### src/verilog/wrag_pkg.sv
// constants and types shared by the working register address generator
package wrag_pkg;

    // pointer register locations in set 1
    localparam logic [7:0] first_ptr_offset = 8'hd6;
    localparam logic [7:0] second_ptr_offset = 8'hd7;

    // pointer values after reset: the common working area
    localparam logic [7:0] first_ptr_reset = 8'hc0;
    localparam logic [7:0] second_ptr_reset = 8'hc8;

    // bank select after reset
    localparam logic bank_reset = 1'b0;

    // region boundaries
    localparam logic [7:0] upper_base = 8'hc0;
    localparam logic [7:0] bank_base = 8'he0;

    // upper nibble that marks an 8-bit working register operand
    localparam logic [3:0] escape_nibble = 4'hc;

    // step between the two slices when both pointers are set together
    localparam logic [7:0] slice_step = 8'h08;

    // field positions
    localparam int pair_bit = 0;
    localparam int ptr_sel_bit = 3;

    // cycles from an accepted request to its registered answer
    localparam int answer_latency = 1;

    // addressing modes as decoded by the instruction logic
    typedef enum logic [1:0] {
        mode_register,
        mode_indirect,
        mode_indexed,
        mode_working4
    } wrag_mode_t;

    // targets of the set-pointer instruction
    typedef enum logic [1:0] {
        target_both,
        target_first,
        target_second,
        target_none
    } wrag_target_t;

    // complete state of the address generator
    typedef struct packed {
        logic [7:0] first_slice_pointer;
        logic [7:0] second_slice_pointer;
        logic bank;
        logic out_valid;
        logic [7:0] out_addr;
        logic [7:0] out_pair_addr;
        logic out_set2;
        logic out_bank1;
        logic out_working;
        logic out_ptr_hit;
        logic [7:0] out_rdata;
    } wrag_state_t;

endpackage : wrag_pkg

### src/verilog/wrag_addr_gen.sv
// working register pointers, address resolution and set/bank routing
`timescale 1ns/10ps
`default_nettype none

// What this block does
// - addresses below C0H pass unchanged in register, indirect and indexed modes, usable right after reset.
// - reset loads first pointer with C0H and second pointer with C8H.
// - the pointers are the set 1 registers at D6H and D7H.
// - pointers change only by set-pointer instruction or a load writing them.
// - working register addresses never land in set 2; they stay in set 1.
// - upper 64 locations reach set 2 only in indirect or indexed modes.
// - register mode operands at C0H and above decode to set 1.
// - pair operands use an even address, low byte at the next odd one.
// - bit 3 of a 4-bit field picks first (0) or second (1) pointer.
// - address is pointer's top five bits joined to the field's low three.
// - register operand with upper nibble 1100B is a working register access.
// - upper half of set 1 has two banks, bank 0 after reset.
module wrag_addr_gen (
    input wire logic clk,
    input wire logic srst,
    input wire logic req_valid,
    input wire wrag_pkg::wrag_mode_t req_mode,
    input wire logic [7:0] req_operand,
    input wire logic req_pair,
    input wire logic req_write,
    input wire logic [7:0] req_wdata,
    input wire logic set_pointer_valid,
    input wire wrag_pkg::wrag_target_t set_pointer_target,
    input wire logic [7:0] set_pointer_value,
    input wire logic bank_zero_select,
    input wire logic bank_one_select,
    output logic out_valid,
    output logic [7:0] out_addr,
    output logic [7:0] out_pair_addr,
    output logic out_set2,
    output logic out_bank1,
    output logic out_working,
    output logic out_ptr_hit,
    output logic [7:0] out_rdata,
    output logic [7:0] first_slice_pointer,
    output logic [7:0] second_slice_pointer,
    output logic bank_select
);

    wrag_pkg::wrag_state_t st;
    wrag_pkg::wrag_state_t next_st;
    logic [7:0] work_addr;
    logic working;
    logic [7:0] eff_addr;
    logic upper_set2;
    logic load_first;
    logic load_second;

    // slice address from the low nibble of the operand
    wrag_slice_addr u_slice (
        .first_slice_pointer(st.first_slice_pointer),
        .second_slice_pointer(st.second_slice_pointer),
        .work_nibble(req_operand[3:0]),
        .work_addr(work_addr)
    );

    // working access: explicit 4-bit field, or register operand escape
    // the escape hides C0H-CFH from direct register addressing
    assign working = (req_mode == wrag_pkg::mode_working4)
        || (req_mode == wrag_pkg::mode_register
            && req_operand[7:4] == wrag_pkg::escape_nibble);

    // only indirect and indexed modes see set 2 in the upper 64 bytes
    assign upper_set2 = !working
        && (req_mode == wrag_pkg::mode_indirect || req_mode == wrag_pkg::mode_indexed)
        && (req_operand >= wrag_pkg::upper_base);

    // pair access forces the even register
    always_comb begin
        eff_addr = working ? work_addr : req_operand;
        if (req_pair) begin
            eff_addr[wrag_pkg::pair_bit] = 1'b0;
        end
    end

    // load instruction hitting a pointer location in set 1
    assign load_first = req_valid && req_write && !upper_set2
        && eff_addr == wrag_pkg::first_ptr_offset;
    assign load_second = req_valid && req_write && !upper_set2
        && eff_addr == wrag_pkg::second_ptr_offset;

    // next state; set-pointer wins over a load in the same cycle
    always_comb begin
        next_st = st;
        next_st.out_valid = req_valid;
        next_st.out_addr = eff_addr;
        next_st.out_pair_addr = eff_addr | 8'h01;
        next_st.out_set2 = upper_set2;
        next_st.out_bank1 = !upper_set2 && eff_addr >= wrag_pkg::bank_base && st.bank;
        next_st.out_working = working;
        next_st.out_ptr_hit = 1'b0;
        next_st.out_rdata = 8'h00;
        // readback of a pointer register shows the value before any update
        if (req_valid && !req_write && !upper_set2) begin
            if (eff_addr == wrag_pkg::first_ptr_offset) begin
                next_st.out_ptr_hit = 1'b1;
                next_st.out_rdata = st.first_slice_pointer;
            end else if (eff_addr == wrag_pkg::second_ptr_offset) begin
                next_st.out_ptr_hit = 1'b1;
                next_st.out_rdata = st.second_slice_pointer;
            end
        end
        if (!req_valid) begin
            next_st.out_addr = 8'h00;
            next_st.out_pair_addr = 8'h00;
            next_st.out_set2 = 1'b0;
            next_st.out_bank1 = 1'b0;
            next_st.out_working = 1'b0;
        end
        // pointer writes
        if (load_first) begin
            next_st.first_slice_pointer = req_wdata;
        end
        if (load_second) begin
            next_st.second_slice_pointer = req_wdata;
        end
        if (set_pointer_valid) begin
            unique case (set_pointer_target)
                wrag_pkg::target_both: begin
                    next_st.first_slice_pointer = set_pointer_value;
                    next_st.second_slice_pointer = set_pointer_value + wrag_pkg::slice_step;
                end
                wrag_pkg::target_first: begin
                    next_st.first_slice_pointer = set_pointer_value;
                end
                wrag_pkg::target_second: begin
                    next_st.second_slice_pointer = set_pointer_value;
                end
                wrag_pkg::target_none: begin
                end
            endcase
        end
        // bank select; bank one wins if both arrive together
        if (bank_zero_select) begin
            next_st.bank = 1'b0;
        end
        if (bank_one_select) begin
            next_st.bank = 1'b1;
        end
    end

    // state register with synchronous reset
    always_ff @(posedge clk) begin
        if (srst) begin
            st <= '0;
            st.first_slice_pointer <= wrag_pkg::first_ptr_reset;
            st.second_slice_pointer <= wrag_pkg::second_ptr_reset;
            st.bank <= wrag_pkg::bank_reset;
        end else begin
            st <= next_st;
        end
    end

    // outputs straight from flip-flops
    assign out_valid = st.out_valid;
    assign out_addr = st.out_addr;
    assign out_pair_addr = st.out_pair_addr;
    assign out_set2 = st.out_set2;
    assign out_bank1 = st.out_bank1;
    assign out_working = st.out_working;
    assign out_ptr_hit = st.out_ptr_hit;
    assign out_rdata = st.out_rdata;
    assign first_slice_pointer = st.first_slice_pointer;
    assign second_slice_pointer = st.second_slice_pointer;
    assign bank_select = st.bank;
endmodule : wrag_addr_gen

`default_nettype wire

### src/verilog/wrag_slice_addr.sv
// forms a full register address from a 4-bit working register field
`timescale 1ns/10ps
`default_nettype none

module wrag_slice_addr (
    input wire logic [7:0] first_slice_pointer,
    input wire logic [7:0] second_slice_pointer,
    input wire logic [3:0] work_nibble,
    output logic [7:0] work_addr
);

    // pointer chosen by the high bit, its five top bits joined to the low three
    assign work_addr = work_nibble[wrag_pkg::ptr_sel_bit]
        ? {second_slice_pointer[7:3], work_nibble[2:0]}
        : {first_slice_pointer[7:3], work_nibble[2:0]};

endmodule : wrag_slice_addr

`default_nettype wire

### config.mk
export PLATFORM = sky130hd
export DESIGN_NAME = wrag_addr_gen
export DESIGN_NICKNAME = d
export VERILOG_FILES = /design/src/verilog/wrag_pkg.sv /design/src/verilog/wrag_addr_gen.sv /design/src/verilog/wrag_slice_addr.sv
export SDC_FILE = /design/constraint.sdc
export NUM_CORES = 1
export LEC_CHECK = 0
export BUFFER_PORTS_ARGS = -buffer_cell sky130_fd_sc_hd__buf_2
export CAP_MARGIN = 15
export CELL_PAD_IN_SITES_DETAIL_PLACEMENT = 2
export CELL_PAD_IN_SITES_GLOBAL_PLACEMENT = 2
export CORE_ASPECT_RATIO = 0.6
export CORE_MARGIN = 2
export CORE_UTILIZATION = 26
export DETAILED_ROUTE_END_ITERATION = 6
export PLACE_DENSITY_LB_ADDON = 0.1
export REMOVE_ABC_BUFFERS = 1
export SLEW_MARGIN = 5
export SYNTH_ARGS = -nofsm -noshare
export SYNTH_HDL_FRONTEND = slang
export SYNTH_SLANG_ARGS = --single-unit
### constraint.sdc
create_clock -name clk -period 2.8 [get_ports clk]
set_clock_uncertainty 0.2 [all_clocks]
set_input_delay 0.56 -clock clk [delete_from_list [all_inputs] [get_ports clk]]
set_output_delay 0.56 -clock clk [all_outputs]
set_load 0.05 [all_outputs]
---- After elaboration in Yosys (flattened, before gate mapping) ----
Cells that the tools add are included.
W data, S select, Z words.
cells by class
  add/sub/neg operators ................... 1
  magnitude comparators ................... 2
  equality and inequality tests ........... 8
  bitwise operators ....................... 2
  multiplexer cells ....................... 13
  reductions and logical operators ........ 22
operators with widths
  operator               number
  $mux W8                5
  $mux W9                2
  $eq A8 B8 Y1 const B   2
  $ge A8 B8 Y1 const B   2
  $mux W16               1
  $pmux W8 S2            1
  $logic_and A1 B1 Y1    11
  $add A8 B4 Y8 const B  1
  $eq A2 B2 Y1 const B   3
  $reduce_or A2 Y1       3
  $eq A2 B1 Y1 const B   2
  $eq A4 B4 Y1 const B   1
  $logic_not A2 Y1       2
  $mux W4                1
  $logic_not A1 Y1       3
  $mux W1                3
  $logic_or A1 B1 Y1     2
  $not A1 Y1             2
  $reduce_bool A2 Y1     1
storage, ports and cells
  logic and storage cells ................. 60
  bits in registers ....................... 46
  output and inout bits ................... 46
  input bits .............................. 36

---- Logic depth before layout (Yosys ltp) ----
  word-level depth ........................ 12
  mapped depth ............................ 10
  gate-level depth less buffers ........... 8

---- Hierarchy ----
A second synthesis with hierarchy kept.
unflattened totals
  cells, all modules ...................... 231
  area total of the unflattened synthesis .. 2064.5 um2
by module, submodules not included
  module           cells an instance  times used  area each (um2)  seq. area each (um2)
  wrag_addr_gen    223                1           1985.7           760.7
  wrag_slice_addr  8                  1           78.8             0.0

---- Worst setup path after synthesis ----
No wires, ideal clock.
  kind .................................... input to register
  from .................................... input port req_mode[0]
  to ...................................... register, netlist name second_slice_pointer[5]
  required time ........................... 2.481 ns
  stages .................................. 9
  library setup time ...................... 0.119 ns
  path buffers ............................ 2
  path slack .............................. 0.289 ns
  data arrival time ....................... 2.192 ns
  cell sequence ........................... inv_1 -> ha_1 -> nor3b_1 -> a31o_2 -> buf_2 -> a31o_2 -> buf_2 -> a41o_2 -> o221a_2
between the ends
  word-level cells in the longest chain between the ends .. 12
  elaborated cells on any way between the ends .. 19
  those cells by class .................... 4 x eq/ne; 5 x mux; 10 x reduce/logical
ends and longest elaborated chain
  what                                                             RTL line              source
  start, declared                                                  wrag_addr_gen.sv:22   input wire wrag_pkg::wrag_mode_t req_mode,
  parallel branches: the longest is 8 deep, another holds $mux W8  -
  $logic_and A1 B1 Y1 *                                            wrag_addr_gen.sv:85   && eff_addr == wrag_pkg::second_ptr_offset;
  $mux W8 *                                                        wrag_addr_gen.sv:119  if (load_second) begin
  $pmux W8 S2                                                      wrag_addr_gen.sv:123  unique case (set_pointer_target)
  $mux W16 *                                                       wrag_addr_gen.sv:122  if (set_pointer_valid) begin
Mark *: on every way between the ends.
A chain may end at the register's enable or synchronous reset.

---- Worst setup path after layout ----
  from .................................... input port req_mode[0]
  to ...................................... register, netlist name first_slice_pointer[0]
between the ends
  word-level cells in the longest chain between the ends .. 12
  elaborated cells on any way between the ends .. 19
  those cells by class .................... 4 x eq/ne; 5 x mux; 10 x reduce/logical
ends and longest elaborated chain
  what                                                             RTL line              source
  parallel branches: the longest is 8 deep, another holds $mux W8  -
  $logic_and A1 B1 Y1 *                                            wrag_addr_gen.sv:83   && eff_addr == wrag_pkg::first_ptr_offset;
  $mux W8 *                                                        wrag_addr_gen.sv:116  if (load_first) begin
  $mux W8                                                          wrag_addr_gen.sv:123
  $mux W16 *                                                       wrag_addr_gen.sv:122
Marked as above.

==> impl_metrics.csv <==
group,metric,value,unit
status,outcome,"finished clean",
setup_path,critPathMaxFanout,8,
global_routing,grt_use_total,17.09,%
cts,cts.reportedPaths.clkPinSlew,60,ps
layout,finalNetCount,321,
routing,viasPerCell,4.873,
synthesis,seq_area_frac_synth,41.82,%
die,dieHeight,68.80,um
power_and_ir_drop,total_leakage_power,1.222,nW
layout,drive_gt1_share,36.40,%
timing,upper_clock_frequency_limit,401.8,MHz
global_routing,pin_count_of_the_biggest_net_entering_global_routing,19,
layout,final.fill_count,787,
timing,timing.final.crit_period,2489,ps
global_routing,antenna_found_initial,0,
cts,cts_repair_resize_count,0,
synthesis,synth_area,1819,sq um
power_and_ir_drop,peakVddDrop,0.2247,mV
die,die_area,7704,sq um
timing,timing.final.setup_violations,0,
timing,maxSlewViolCount,0,
routing,dr.first_iter.drc_count,40,
die,dieWidth,112.0,um
synthesis,syn-instance-count,205,
die,design.portCount,82,
placed_design,quantity_of_i_o_buffers_inserted_on_ports,81,
setup_path,cp-start-kind,"input pin",
cts,root_buffer,"sky130_fd_sc_hd__clkbuf_16",
synthesis,yosys-top-cells-area,"sky130_fd_sc_hd__dfxtp_1 42%, sky130_fd_sc_hd__mux2i_1 5.0%, sky130_fd_sc_hd__nor2_1 4.7%",
cts,numClockSinks,38,
timing,unrepaired_setup_endpoints_after_global_routing,"no",
timing,timing_worst_slew_pin_value,589.6,ps
layout,area.growth.synth_to_final,33.36,%
run,max-cap-violations,0,
routing,drt_pass_1_iters,4,
cts,cts_inserted_buffers,5,
timing,fin_tns_setup,0,ps
cts,total_setup_buffers_inserted_after_cts,0,
min_path,hp-start,"second_slice_pointer[1]",
die,num_rows,23,
synthesis,yosysTopAreaCell,"sky130_fd_sc_hd__dfxtp_1",
timing,min_period_over_period,88.89,%
routing,drcViolationCount,0,
setup_path,reg2reg_from,"first_slice_pointer[6]",
cts,clkLatencyLatePin,270,ps
die,start_util,27.02,%
global_routing,number_of_global_route_vias_before_repair,1859,
setup_path,endpoint_class_of_the_critical_path,"flip-flop",
cts,htree_num_levels,2,
synthesis,most_frequent_cell_after_synthesis,"sky130_fd_sc_hd__dfxtp_1",
routing,dr_total_vias,1803,
timing,timing.final.hold_violations,0,
die,fp.coreArea,6734,sq um
synthesis,synth.top_cell.area_share,41.82,%
placed_design,dpl.hpwl,5139,um
global_routing,grt_first_pass_wirelength,9963,um
synthesis,synth-main-ff-cell,"sky130_fd_sc_hd__dfxtp_1",
placed_design,gp_congestion,0.7872,
cts,cts.path.max_buffers,2,
cts,cts_hold_buf,0,
synthesis,syn-mean-instance-area,8.874,sq um
routing,route.final.wire_length,6491,um
timing,fin_worst_hold_slack,275.0,ps
setup_path,worst_endpoint_required_time,2780,ps
synthesis,yosysWarningCount,0,
setup_path,timing.critical_path.arrival,2470,ps
routing,detail-route-antenna-nets,0,
synthesis,synthDistinctLibCells,41,
min_path,hold_path_class,"flip-flop to flip-flop",
timing,slew_headroom,60.69,%
global_routing,grt_overflow,0,
synthesis,postSynthRegisterBits,38,
routing,detail_route.wl_per_cell,17.54,um
synthesis,post_synth_most_frequent_cells,"38 x sky130_fd_sc_hd__dfxtp_1, 23 x sky130_fd_sc_hd__nor2_1, 21 x sky130_fd_sc_hd__nand2_1, 14 x sky130_fd_sc_hd__a21oi_1",
setup_path,worstSetupStartpoint,"req_mode[0]",
layout,diodes,0,
setup_path,critPathKind,"input pin to flip-flop",
cts,tritoncts,"done",
power_and_ir_drop,pwr_density_cell,590.6,nW/um^2
synthesis,post_synth_edffs,0,
synthesis,async_flop_share,0,%
==> per-layer routing <==
| layer | up-vias | wire length [um] | track usage, % |
|---|---|---|---|
| met1 | 874 | 3322 | 24.55 |
| met5 | - | 0 | 0 |
| li1 | 871 | - | - |
| met4 | 0 | 31 | 2.744 |
| met3 | 2 | 358 | 3.759 |
| met2 | 56 | 2778 | 27.05 |
==> cell usage in the layout (no fill, tap or decap), types with 2 or more instances in the layout <==
cell and instances:
sky130_fd_sc_hd__buf_4 6, sky130_fd_sc_hd__inv_1 8, sky130_fd_sc_hd__nor2b_1 8, sky130_fd_sc_hd__nand3_1 4, sky130_fd_sc_hd__o211ai_1 2, sky130_fd_sc_hd__dfxtp_1 38, sky130_fd_sc_hd__a31o_2 2, sky130_fd_sc_hd__mux2i_1 9
sky130_fd_sc_hd__nor3_1 2, sky130_fd_sc_hd__ha_1 3, sky130_fd_sc_hd__o22ai_1 2, sky130_fd_sc_hd__o221a_1 4, sky130_fd_sc_hd__nand2b_1 5, sky130_fd_sc_hd__nand4_1 5, sky130_fd_sc_hd__nand2_1 21, sky130_fd_sc_hd__and3_1 2
sky130_fd_sc_hd__buf_2 81, sky130_fd_sc_hd__a211oi_1 9, sky130_fd_sc_hd__a21oi_1 14, sky130_fd_sc_hd__nand4_2 2, sky130_fd_sc_hd__nor2_1 23, sky130_fd_sc_hd__a31oi_1 2, sky130_fd_sc_hd__clkbuf_16 5, sky130_fd_sc_hd__xnor2_1 4
sky130_fd_sc_hd__and2_1 3, sky130_fd_sc_hd__nor3b_1 2
==> final timing paths <==
kind | to | slack, ps | cells after the start
setup / recovery | first_slice_pointer[0] | 310 | 9
hold / removal | out_rdata[1] | 270 | 2
setup reg to reg | first_slice_pointer[0] | 650 | 6
hold reg to reg | out_rdata[1] | 270 | 2
==> metrics by stage <==
stage          setup slack [ps]  instances  utilization (%)  cell area, sq um  power (mW)
3_5_place_dp              32.73        362            33.84              2278      0.8852
5_1_grt                   112.1        370            36.03              2426       1.496
6_report                  311.1        370            36.03              2426       1.433
4_1_cts                   321.0        370            36.03              2426       1.449
3_3_place_gp              136.5        362            33.84              2278      0.8820
2_1_floorplan             345.7        188                -              1719      0.7745
==> critical path, stage by stage <==
cell and delay [ps]:
sky130_fd_sc_hd__buf_2 110, sky130_fd_sc_hd__inv_1 50, sky130_fd_sc_hd__ha_1 140, sky130_fd_sc_hd__nor3b_1 370
sky130_fd_sc_hd__a31o_2 240, sky130_fd_sc_hd__a31o_2 310, sky130_fd_sc_hd__nand4_4 260, sky130_fd_sc_hd__mux2i_1 190
sky130_fd_sc_hd__a211oi_1 250
==> cell families after synthesis <==
family	Yosys count	share of synthesized area [%]
simple gates	84	25.38
compound gates	42	16.71
flops	38	41.82
buf+inv	25	7.152
mux	9	4.952
xor+xnor	4	1.926
fa+ha+maj	3	2.063
==> area by class of cell <==
cell class | instances | area, sq um | share of cell area (%)
flip-flops and latches | 38 | 760.7 | 31.36
clock inverters | 1 | 5.005 | 0.2063
multi-input cells | 142 | 928.4 | 38.27
clock buffers | 7 | 142.6 | 5.879
repair buffers | 87 | 450.4 | 18.57
inverters | 8 | 30.03 | 1.238
well taps | 87 | 108.9 | 4.487
==> flip-flops by register name, summed over array words and instances (netlist names) <==
| name | flops |
|---|---|
| out_valid | 1 |
| out_bank1 | 1 |
| out_set2 | 1 |
| bank_select | 1 |
| out_rdata | 8 |
| second_slice_pointer | 8 |
| out_working | 1 |
| out_ptr_hit | 1 |
| out_addr | 8 |
| first_slice_pointer | 8 |
==> power breakdown <==
group	internal [mW]	switching [mW]
sequential	0.564	0.0226
clock	0.353	0.207
combinational	0.0859	0.200
No activity file was read; power rests on OpenSTA's default activity.
